### src/rtl/mtd_pkg.sv
// shared constants and types for the mains time difference configuration block
package mtd_pkg;

  // parameter byte geometry and reset values
  localparam int PARAM_W = 8;
  localparam logic [7:0] SECOND_PORT_RESET = 8'h00;
  localparam logic [7:0] NOMINAL_FREQ_RESET = 8'h00;
  localparam logic [7:0] SPARE_RESET = 8'h00;
  localparam int FREQ_SEL_BIT = 0;
  localparam logic [3:0] BITS_PER_BYTE = 4'h8;

  // entry targets chosen by the operator when an entry opens
  localparam logic [1:0] TGT_SECOND_PORT = 2'h0;
  localparam logic [1:0] TGT_NOMINAL_FREQ = 2'h1;
  localparam logic [1:0] TGT_SPARE = 2'h2;
  localparam logic [1:0] TGT_TIME_DIFF = 2'h3;

  // mains time difference: sign, two second digits, three millisecond digits
  localparam int DIFF_W = 18;
  localparam int DIFF_MAG_W = 17;
  localparam int SEC_W = 7;
  localparam int MSEC_W = 10;
  localparam logic [2:0] SEC_DIGITS = 3'h2;
  localparam logic [2:0] DIFF_DIGITS = 3'h5;
  localparam logic [9:0] MS_PER_SEC = 10'h3e8;
  localparam logic [16:0] DIFF_MAX_MS = 17'h1869f;
  localparam logic [3:0] DIGIT_MAX = 4'h9;
  localparam logic [DIFF_W-1:0] DIFF_RESET = 18'h00000;

  // time of day in milliseconds and measured frequency in millihertz
  localparam int TIME_W = 27;
  localparam logic [TIME_W-1:0] DAY_MS = 27'h5265c00;
  localparam int FREQ_W = 17;

  // operator entry sequencer, gray coded along idle -> bits -> digits
  typedef enum logic [1:0] {
    MTD_IDLE = 2'b00,
    MTD_BITS = 2'b01,
    MTD_DIGITS = 2'b11
  } mtd_state_t;

endpackage

### src/rtl/mtd_clear_sync.sv
// synchroniser and falling-edge detector for the external clear pulse
`timescale 1ns/1ps
module mtd_clear_sync
(
  // clock and reset
  input wire logic clk,
  input wire logic nrst,
  // raw pulse from the isolated input
  input wire logic pulse_in,
  // one-cycle clear request
  output logic fall_out
);

  logic meta_reg;
  logic sync_reg;
  logic last_reg;

  // two-stage synchroniser; stages reset high so no edge is seen at release
  always_ff @(posedge clk or negedge nrst)
  begin
    if (!nrst)
    begin
      meta_reg <= 1'b1;
      sync_reg <= 1'b1;
    end
    else
    begin
      meta_reg <= pulse_in;
      sync_reg <= meta_reg;
    end
  end

  // edge detector looks only at the settled stage
  always_ff @(posedge clk or negedge nrst)
  begin
    if (!nrst)
    begin
      last_reg <= 1'b1;
      fall_out <= 1'b0;
    end
    else
    begin
      last_reg <= sync_reg;
      fall_out <= last_reg & ~sync_reg;
    end
  end

endmodule // mtd_clear_sync

### src/rtl/mtd_config.sv
// parameter bytes and mains time difference with keypad entry and readback
`timescale 1ns/1ps

// Summary of operation
// - second serial port byte is stored but none of its bits acts.
// - nominal frequency byte bit 0 selects 50 Hz when 0, 60 Hz when 1.
// - spare byte is stored and ignored entirely.
// - a byte is entered whole, bit 7 first, and applied only on confirm.
// - a signed time difference from -99.999 s to +99.999 s is accepted.
// - zero entered with either sign is stored as zero, applied on confirm.
// - falling edge on the clear pulse input zeroes the time difference.
// - reset or power loss leaves the time difference at positive zero.
// - mains time, signed difference, frequency and system time are read back.
module mtd_config
(
  // clock and reset
  input wire logic clk,
  input wire logic nrst,
  // keypad entry
  input wire logic entry_start,
  input wire logic [1:0] entry_target,
  input wire logic entry_cancel,
  input wire logic bit_strobe,
  input wire logic bit_value,
  input wire logic sign_strobe,
  input wire logic sign_minus,
  input wire logic digit_strobe,
  input wire logic [3:0] digit_value,
  input wire logic confirm_key,
  // external clear pulse, falling edge active
  input wire logic clear_pulse_in,
  // measurements supplied by the analysis logic
  input wire logic [mtd_pkg::TIME_W-1:0] system_time_in,
  input wire logic [mtd_pkg::FREQ_W-1:0] mains_freq_in,
  // parameter bytes and decoded setting
  output logic [7:0] second_serial_port_reg,
  output logic [7:0] nominal_frequency_reg,
  output logic [7:0] spare_reg,
  output logic nominal_60hz_reg,
  // time difference readback
  output logic signed [mtd_pkg::DIFF_W-1:0] diff_ms_reg,
  output logic diff_negative_reg,
  output logic [mtd_pkg::SEC_W-1:0] diff_sec_reg,
  output logic [mtd_pkg::MSEC_W-1:0] diff_msec_reg,
  // measurement readback
  output logic [mtd_pkg::TIME_W-1:0] mains_time_field_reg,
  output logic [mtd_pkg::TIME_W-1:0] system_time_field_reg,
  output logic [mtd_pkg::FREQ_W-1:0] mains_freq_reg,
  // entry status
  output logic entry_busy_reg,
  output logic entry_done_reg,
  output logic entry_error_reg
);

  mtd_pkg::mtd_state_t state_reg;
  mtd_pkg::mtd_state_t state_next;
  logic [1:0] target_reg;
  logic [7:0] shift_reg;
  logic [3:0] bit_cnt_reg;
  logic sign_seen_reg;
  logic sign_neg_reg;
  logic [2:0] dig_cnt_reg;
  logic [mtd_pkg::SEC_W-1:0] sec_acc_reg;
  logic [mtd_pkg::MSEC_W-1:0] ms_acc_reg;
  logic bad_entry_reg;
  logic clear_fall;
  logic bits_ok;
  logic digits_ok;
  logic apply_bits;
  logic apply_diff;
  logic reject;
  logic [mtd_pkg::DIFF_MAG_W-1:0] entry_mag;
  logic entry_neg;
  logic signed [mtd_pkg::DIFF_W-1:0] entry_ms;
  logic signed [28:0] mt_sum;
  logic [mtd_pkg::TIME_W-1:0] mt_wrapped;

  // decimal accumulate step shared by the second and millisecond fields
  function automatic logic [mtd_pkg::MSEC_W-1:0] dec_push(
    input logic [mtd_pkg::MSEC_W-1:0] acc,
    input logic [3:0] digit
  );
    logic [13:0] wide;
    wide = 14'(acc) * 14'h00a + 14'(digit);
    return wide[mtd_pkg::MSEC_W-1:0];
  endfunction

  // clear pulse crossing into the clock domain
  mtd_clear_sync u_clear_sync
  (
    .clk(clk),
    .nrst(nrst),
    .pulse_in(clear_pulse_in),
    .fall_out(clear_fall)
  );

  // completeness checks made at the moment of confirmation
  assign bits_ok = (bit_cnt_reg == mtd_pkg::BITS_PER_BYTE);
  assign digits_ok = sign_seen_reg && !bad_entry_reg
    && (dig_cnt_reg == mtd_pkg::DIFF_DIGITS);
  assign apply_bits = (state_reg == mtd_pkg::MTD_BITS) && confirm_key && bits_ok;
  assign apply_diff = (state_reg == mtd_pkg::MTD_DIGITS) && confirm_key && digits_ok;
  assign reject = confirm_key && (((state_reg == mtd_pkg::MTD_BITS) && !bits_ok)
    || ((state_reg == mtd_pkg::MTD_DIGITS) && !digits_ok));

  // entered magnitude in milliseconds; a zero magnitude forces a plus sign
  always_comb
  begin
    entry_mag = 17'(sec_acc_reg) * 17'(mtd_pkg::MS_PER_SEC) + 17'(ms_acc_reg);
    entry_neg = sign_neg_reg && (entry_mag != 17'h00000);
    if (entry_neg)
    begin
      entry_ms = -$signed({1'b0, entry_mag});
    end
    else
    begin
      entry_ms = $signed({1'b0, entry_mag});
    end
  end

  // entry sequencer: a new start always restarts, cancel or confirm ends it
  always_comb
  begin
    state_next = state_reg;
    if (entry_start)
    begin
      if (entry_target == mtd_pkg::TGT_TIME_DIFF)
      begin
        state_next = mtd_pkg::MTD_DIGITS;
      end
      else
      begin
        state_next = mtd_pkg::MTD_BITS;
      end
    end
    else if (entry_cancel || confirm_key)
    begin
      state_next = mtd_pkg::MTD_IDLE;
    end
  end

  always_ff @(posedge clk or negedge nrst)
  begin
    if (!nrst)
    begin
      state_reg <= mtd_pkg::MTD_IDLE;
      target_reg <= mtd_pkg::TGT_SECOND_PORT;
    end
    else
    begin
      state_reg <= state_next;
      if (entry_start)
      begin
        target_reg <= entry_target;
      end
    end
  end

  // bit collection, most significant bit arrives first
  always_ff @(posedge clk or negedge nrst)
  begin
    if (!nrst)
    begin
      shift_reg <= 8'h00;
      bit_cnt_reg <= 4'h0;
    end
    else if (entry_start)
    begin
      shift_reg <= 8'h00;
      bit_cnt_reg <= 4'h0;
    end
    else if ((state_reg == mtd_pkg::MTD_BITS) && bit_strobe)
    begin
      shift_reg <= {shift_reg[6:0], bit_value};
      if (bit_cnt_reg <= mtd_pkg::BITS_PER_BYTE)
      begin
        bit_cnt_reg <= bit_cnt_reg + 4'h1; // a ninth bit spoils the entry
      end
    end
  end

  // sign and digit collection for the time difference
  always_ff @(posedge clk or negedge nrst)
  begin
    if (!nrst)
    begin
      sign_seen_reg <= 1'b0;
      sign_neg_reg <= 1'b0;
      dig_cnt_reg <= 3'h0;
      sec_acc_reg <= 7'h00;
      ms_acc_reg <= 10'h000;
      bad_entry_reg <= 1'b0;
    end
    else if (entry_start)
    begin
      sign_seen_reg <= 1'b0;
      sign_neg_reg <= 1'b0;
      dig_cnt_reg <= 3'h0;
      sec_acc_reg <= 7'h00;
      ms_acc_reg <= 10'h000;
      bad_entry_reg <= 1'b0;
    end
    else if (state_reg == mtd_pkg::MTD_DIGITS)
    begin
      if (sign_strobe)
      begin
        // sign must lead the digits; a late sign spoils the entry
        sign_seen_reg <= 1'b1;
        sign_neg_reg <= sign_minus;
        if (dig_cnt_reg != 3'h0)
        begin
          bad_entry_reg <= 1'b1;
        end
      end
      else if (digit_strobe)
      begin
        if ((digit_value > mtd_pkg::DIGIT_MAX) || (dig_cnt_reg == mtd_pkg::DIFF_DIGITS))
        begin
          bad_entry_reg <= 1'b1;
        end
        else
        begin
          dig_cnt_reg <= dig_cnt_reg + 3'h1;
          if (dig_cnt_reg < mtd_pkg::SEC_DIGITS)
          begin
            sec_acc_reg <= 7'(dec_push(10'(sec_acc_reg), digit_value));
          end
          else
          begin
            ms_acc_reg <= dec_push(ms_acc_reg, digit_value);
          end
        end
      end
    end
  end

  // parameter bytes: only a complete, confirmed byte is written
  always_ff @(posedge clk or negedge nrst)
  begin
    if (!nrst)
    begin
      second_serial_port_reg <= mtd_pkg::SECOND_PORT_RESET;
      nominal_frequency_reg <= mtd_pkg::NOMINAL_FREQ_RESET;
      spare_reg <= mtd_pkg::SPARE_RESET;
    end
    else if (apply_bits)
    begin
      unique case (target_reg)
        mtd_pkg::TGT_SECOND_PORT: second_serial_port_reg <= shift_reg;
        mtd_pkg::TGT_NOMINAL_FREQ: nominal_frequency_reg <= shift_reg;
        mtd_pkg::TGT_SPARE: spare_reg <= shift_reg;
        mtd_pkg::TGT_TIME_DIFF: spare_reg <= spare_reg;
      endcase
    end
  end

  // only bit 0 of the nominal frequency byte steers anything
  always_ff @(posedge clk or negedge nrst)
  begin
    if (!nrst)
    begin
      nominal_60hz_reg <= mtd_pkg::NOMINAL_FREQ_RESET[mtd_pkg::FREQ_SEL_BIT];
    end
    else
    begin
      nominal_60hz_reg <= nominal_frequency_reg[mtd_pkg::FREQ_SEL_BIT];
    end
  end

  // stored difference; the external clear outranks an operator confirm
  // in the same cycle because it is the synchronising event
  always_ff @(posedge clk or negedge nrst)
  begin
    if (!nrst)
    begin
      diff_ms_reg <= mtd_pkg::DIFF_RESET;
      diff_negative_reg <= 1'b0;
      diff_sec_reg <= 7'h00;
      diff_msec_reg <= 10'h000;
    end
    else if (clear_fall)
    begin
      diff_ms_reg <= mtd_pkg::DIFF_RESET;
      diff_negative_reg <= 1'b0;
      diff_sec_reg <= 7'h00;
      diff_msec_reg <= 10'h000;
    end
    else if (apply_diff && (entry_mag <= mtd_pkg::DIFF_MAX_MS))
    begin
      diff_ms_reg <= entry_ms;
      diff_negative_reg <= entry_neg;
      diff_sec_reg <= sec_acc_reg;
      diff_msec_reg <= ms_acc_reg;
    end
  end

  // mains time = system time plus difference, wrapped into one day;
  // the difference is far below a day so one correction is enough
  always_comb
  begin
    mt_sum = $signed({2'b00, system_time_in}) + 29'(diff_ms_reg);
    if (mt_sum < 29'sd0)
    begin
      mt_wrapped = 27'(mt_sum + $signed({2'b00, mtd_pkg::DAY_MS}));
    end
    else if (mt_sum >= $signed({2'b00, mtd_pkg::DAY_MS}))
    begin
      mt_wrapped = 27'(mt_sum - $signed({2'b00, mtd_pkg::DAY_MS}));
    end
    else
    begin
      mt_wrapped = mt_sum[mtd_pkg::TIME_W-1:0];
    end
  end

  // readback fields, registered so all outputs come from flops
  always_ff @(posedge clk or negedge nrst)
  begin
    if (!nrst)
    begin
      mains_time_field_reg <= 27'h0000000;
      system_time_field_reg <= 27'h0000000;
      mains_freq_reg <= 17'h00000;
    end
    else
    begin
      mains_time_field_reg <= mt_wrapped;
      system_time_field_reg <= system_time_in;
      mains_freq_reg <= mains_freq_in;
    end
  end

  // entry status: busy level, done and error one-cycle pulses
  always_ff @(posedge clk or negedge nrst)
  begin
    if (!nrst)
    begin
      entry_busy_reg <= 1'b0;
      entry_done_reg <= 1'b0;
      entry_error_reg <= 1'b0;
    end
    else
    begin
      entry_busy_reg <= (state_next != mtd_pkg::MTD_IDLE);
      entry_done_reg <= apply_bits || apply_diff;
      entry_error_reg <= reject;
    end
  end

endmodule // mtd_config

### config.mk
export PLATFORM = sky130hd
export DESIGN_NAME = mtd_config
export DESIGN_NICKNAME = d
export VERILOG_FILES = /design/src/rtl/mtd_pkg.sv /design/src/rtl/mtd_clear_sync.sv /design/src/rtl/mtd_config.sv
export SDC_FILE = /design/constraint.sdc
export NUM_CORES = 1
export LEC_CHECK = 0
export ABC_AREA = 1
export BUFFER_PORTS_ARGS = -buffer_cell sky130_fd_sc_hd__buf_4
export CORE_MARGIN = 2
export CORE_UTILIZATION = 50
export CTS_CLUSTER_DIAMETER = 80
export DETAILED_ROUTE_END_ITERATION = 8
export PLACE_DENSITY = 0.75
export SYNTH_ARGS = -nofsm -noshare
export SYNTH_HDL_FRONTEND = slang
export SYNTH_SLANG_ARGS = --single-unit
export TNS_END_PERCENT = 50
### constraint.sdc
create_clock -name clk -period 5.3 [get_ports clk]
set_input_delay 1.325 -clock clk [delete_from_list [all_inputs] [get_ports clk]]
set_output_delay 1.325 -clock clk [all_outputs]
set_load 0.05 [all_outputs]
Word-level counts from Yosys, hierarchy flattened
Cells that the tools add are included.
{"block": "word_totals", "regBits": 178, "latch_bits": 0, "ram_bits": 0, "mem_bits_ro": 0, "inputBits": 61, "output_inout_bits": 135, "n_memories": 0}
{"block": "op_classes", "add_sub_neg": 9, "mul": 3, "n_div": 0, "magnitude_cmp": 6, "n_eq_ne": 11, "shift": 0, "muxes": 48, "bitwise": 2, "reduce_logical": 41}
{"cell": "$mux W10", "count": 8}
{"cell": "$mux W7", "count": 8}
{"cell": "$mux W18", "count": 3}
{"cell": "$mux W27", "count": 2}
{"cell": "$add A28 B18 Y29", "count": 1}
{"cell": "$ge A29 B28 Y1 const B", "count": 1}
{"cell": "$lt A29 B1 Y1 const B", "count": 1}
{"cell": "$add A27 B27 Y27 const B", "count": 1}
{"cell": "$sub A27 B27 Y27 const B", "count": 1}
{"cell": "$neg A17 Y18", "count": 1}
{"cell": "$add A17 B10 Y17", "count": 1}
{"cell": "$le A17 B17 Y1 const B", "count": 1}
{"cell": "$reduce_bool A17 Y1", "count": 1}
{"cell": "$mux W8", "count": 2}
{"cell": "$reduce_bool A2 Y1", "count": 8}
{"cell": "$mux W3", "count": 5}
{"cell": "$mul A7 B7 Y14 const B", "count": 1}
{"cell": "$mux W1", "count": 14}
{"cell": "$logic_and A1 B1 Y1", "count": 12}
{"cell": "$mux W4", "count": 3}
{"cell": "$add A10 B4 Y10", "count": 1}
{"cell": "$mul A10 B3 Y9 const B", "count": 1}
{"cell": "$reduce_and A2 Y1", "count": 5}
{"cell": "$reduce_and A5 Y1", "count": 2}
{"cell": "21 further kinds", "count": 36}

Depth between registers and ports, before layout
{"block": "logic_depth", "ltp_word": 8, "mapped_depth": 32, "ltp_nobuf": 31}

Cells and area by module
Synthesis repeated with hierarchy kept, for this count alone.
{"block": "hier_totals", "cells_unflattened": 1648, "area_unflattened_um2": 12485.7}
{"mod": "mtd_config", "instances": 1, "cells_per_inst": 1642, "area_per_inst_um2": 12371.9, "seq_area_each_um2": 4329.2}
{"mod": "mtd_clear_sync", "instances": 1, "cells_per_inst": 6, "area_per_inst_um2": 113.9, "seq_area_each_um2": 103.8}

Worst setup path after synthesis
OpenSTA, ideal clock, no wires.
{"block": "synth_timing", "path_kind": "flip-flop to flip-flop", "from": "reg sec_acc_reg[1] in the netlist's numbering", "to": "reg diff_ms_reg[10] in the netlist's numbering", "setup_ns": 0.120, "arrival_time_ns": 5.410, "setup_slack_ns": -0.230, "stages_incl_launch_ff": 26, "synth_period_minus_slack_ns": 5.530, "path_cell_list": "dfrtp_1 fa_1 fa_1 inv_1 fa_1 fa_1 inv_1 ha_1 xor2_1 ha_1 a21oi_1 nand2_1 a21oi_1 xor2_1 inv_1 nand3_1 inv_1 nand3_1 nor3_1 ha_1 nor2_1 clkbuf_1 o21ai_0 xor2_1 nand4_1 nand2_1"}
{"block": "synth_between", "elab_chain_len": 7, "elab_cells_between_ends": 11, "classes_between": "add/sub: 2; mul: 1; order compare: 1; mux: 3; reduce/logical: 4"}
{"item": "from (decl)", "line_no": "mtd_config.sv:63", "source": "logic [mtd_pkg::SEC_W-1:0] sec_acc_reg;"}
{"item": "from (signal assigned)", "line_no": "mtd_config.sv:226", "source": "sec_acc_reg <= 7'(dec_push(10'(sec_acc_reg), digit_value));"}
{"item": "$mul A7 B7 Y14 (*)", "line_no": "mtd_config.sv:109", "source": "entry_mag = 17'(sec_acc_reg) * 17'(mtd_pkg::MS_PER_SEC) + 17'(ms_acc_reg);"}
{"item": "$add A17 B10 Y17 (*)", "line_no": "mtd_config.sv:109"}
{"item": "parallel branches: the longest is 5 deep, another holds $neg A17 Y18"}
{"item": "to (signal assigned)", "line_no": "mtd_config.sv:276", "source": "diff_ms_reg <= mtd_pkg::DIFF_RESET;"}
{"item": "to (signal assigned)", "line_no": "mtd_config.sv:283", "source": "diff_ms_reg <= mtd_pkg::DIFF_RESET;"}
{"item": "to (signal assigned)", "line_no": "mtd_config.sv:290", "source": "diff_ms_reg <= entry_ms;"}
{"item": "to (decl)", "line_no": "mtd_config.sv:41", "source": "output logic signed [mtd_pkg::DIFF_W-1:0] diff_ms_reg,"}
Every way passes the cells marked *. The select of a mux whose other input is x is not followed.
A chain may end at the register's enable or synchronous reset.

Worst setup path in the final report
{"block": "layout_timing", "from": "reg sec_acc_reg[2] in the netlist's numbering", "to": "reg diff_ms_reg[7] in the netlist's numbering"}
The elaborated chain is that of the path after synthesis.

==> metrics.txt <==
Starting Density=approximately 51%; MaxCap Viol Count=0; Max IR drop VDD=187 µV; WL final=35.3 mm; First-pass DRT Iterations=6; CP max-delay cell=fa_1; Mapped Cells=roughly 1.7k; Final Hold Fails=0; Max Slew Vio Count=0; drt wl/cell=15.7 µm; clock-pin slew on the worst setup and hold paths=80 ps; Final setup viols=35; pre-CTS setup slack=-235 ps; I/O Buffers=195; pwr/cell area=260 mW/mm²; worst path arrival time=5790 ps; highest clock rate=183 MHz; Post-Syn Area=roughly 0.012 mm²; Power Internal=0.00252 W; die width=approximately 160 µm; syn_nets=1861; Worst slew margin=42.8%; Main synth FF type=dfrtp_1; CTS tree=done; remaining global-route overflow=0; area leader, netlist=dfrtp_1; Critical Path Start Type=flip-flop; CTS Buf Count=17; top cells by count, synth=514 x nand2_1, 239 x inv_1, 174 x dfrtp_1; Core Area=0.0243 mm²; final net count=between 2k and 2.5k; Worst-Skew Late Latency=440 ps; HP Class=reg2reg; share of cells above drive strength 1=20.4%; htree depth=4; critical path endpoint category=flip-flop; die height=161 µm; total power=0.00406 W; CTS Buffer Depth=2; Vias=11.9k; Lkg Pwr=roughly 8.6 nW; syn_area_per_cell=7.39 µm²; Post-synth EDFFs=0; first-pass GRT wire length=55.1 mm; Net Sw Frac=38.0%; Tmin final=5460 ps; Synth cell types=45; final setup margin=-159 ps; clock power share=31.0%; diode count=0; vias in the first global route=11.3k; Clock Sinks=177; Ports=196; Seq pwr share=36.2%; most frequent CP cell=fa_1; Routability Congestion=0.915; DP Wirelength=26.1 mm; Worst EP required=5630 ps; failing checks=negative setup slack; slowest stage delay, CP=slightly below 600 ps; 1st-iter DRT viols=around 880; Die Area=0.0261 mm²; most numerous cell in the Yosys netlist=nand2_1; Synth top area share=between 30% and 40%; Post-DP Area=0.0144 mm²; NetSw=0.00155 W; Global Route Usage Sum=26.2%; number of buffers inserted by hold repair at cts=0; post-synthesis sequential area ratio=35.8%; drt drc=0; pin count of the biggest net entering global routing=98; DR vias/cell=5.28; num rows=57; Post-Route Skew=12.5 ps; initial antenna violation count=0; final instance area=0.0156 mm²; async set-reset flop share out of synthesis=100%; clock root cell=clkbuf_16; Yosys reg bits=between 150 and 200; fin util=64.2%; period utilization=103%; Worst Path Max Fanout=5; Synth-to-Final Area Change=25.9%; synth warn=0; WS Path Type=reg2reg; outcome=finished, violations left; Antenna Nets Post-Route=0; Synth area leaders=dfrtp_1 35%, nand2_1 16%, ha_1 10%, inv_1 7.2%, nand3_1 5.6%; RSZ-0062 raised after global routing=true; Setup Total Neg Slack=-3750 ps; Comb pwr share=32.8%; worst-margin pin slew=between 800 and 900 ps
cells in the final DEF, fill, tap and decap left out, drive strengths merged, types with 8 or more instances in the layout:
master,n
nand2,531
inv,254
buf,250
dfrtp,174
nand3,142
nor2,116
ha,99
o21ai,70
nand4,55
a21oi,47
xor2,43
fa,24
clkbuf,21
nor3,21
xnor2,15
clkinv,12
o22ai,11
nand3b,8
cell type report:
class	count	area (µm²)
Clock buffer	18	439
Tap cell	324	405
Fill cell	2072	8710
Multi-Input combinational cell	1218	7190
Inverter	254	956
Clock inverter	13	145
Sequential cell	177	4440
Timing Repair Buffer	253	2030
power groups by stage:
stage / logic, W / clock network, W / registers [W]
finish: 0.00133 / 0.00126 / 0.00147
detailed placement: 0.00122 / 0 / 0.00150
global route: 0.00146 / 0.00133 / 0.00148
global placement: 0.00120 / 0 / 0.00150
CTS: 0.00125 / 0.00128 / 0.00147
floorplan: 0.000587 / 0 / 0.00174
what timing repair did:
item	in CTS	in global routing
pin swaps	9	48
setup endpoints to repair	31	35
gates resized for setup	22	69
setup buffers	4	12
cloned	0	6
cells by family after synthesis:
group	Yosys count	synth area share, %
simple gates	884	30.6
buf+inv	282	8.75
flops	177	35.8
compound gates	153	6.82
fa+ha+maj	123	13.9
xor+xnor	58	4.22
critical path, delay by kind of cell, from the launching register on:
family,cells,cell delay (ps)
DFF,1,410
adders and majority gates,7,2920
xor gates and xnor gates,3,450
AOI/OAI and AO/OA,2,360
buffers and inverters,5,400
and+or+nand+nor,9,760
layer usage:
metal	global-route usage, %	up-vias	routed length (µm)
met2	47.4	403	17800
li1	-	5865	-
met4	9.17	0	1270
met1	32.1	5571	14400
met3	3.26	82	1920
met5	0	-	0
per-stage QoR:
step | cells | hold slack (ps)
floorplan | 1677 | 345
global placement | 2204 | 355
detailed placement | 2204 | 352
CTS | 2239 | 363
global route | 2257 | 363
finish | 2257 | 360
worst paths after layout:
| path | cells after the start | slack [ps] | endpoint | from |
|---|---|---|---|---|
| max | 26 | -160 | diff_ms_reg[7] | sec_acc_reg[2] |
| min | 0 | 360 | u_clear_sync.sync_reg | u_clear_sync.meta_reg |
| max reg2reg | 26 | -160 | diff_ms_reg[7] | sec_acc_reg[2] |
| min reg2reg | 0 | 360 | u_clear_sync.sync_reg | u_clear_sync.meta_reg |
| max in group asynchronous | 2 | 3350 | sec_acc_reg[3] | nrst |
| min in group asynchronous | 1 | 980 | system_time_field_reg[26] | nrst |
(Power assumes the default switching activity.)
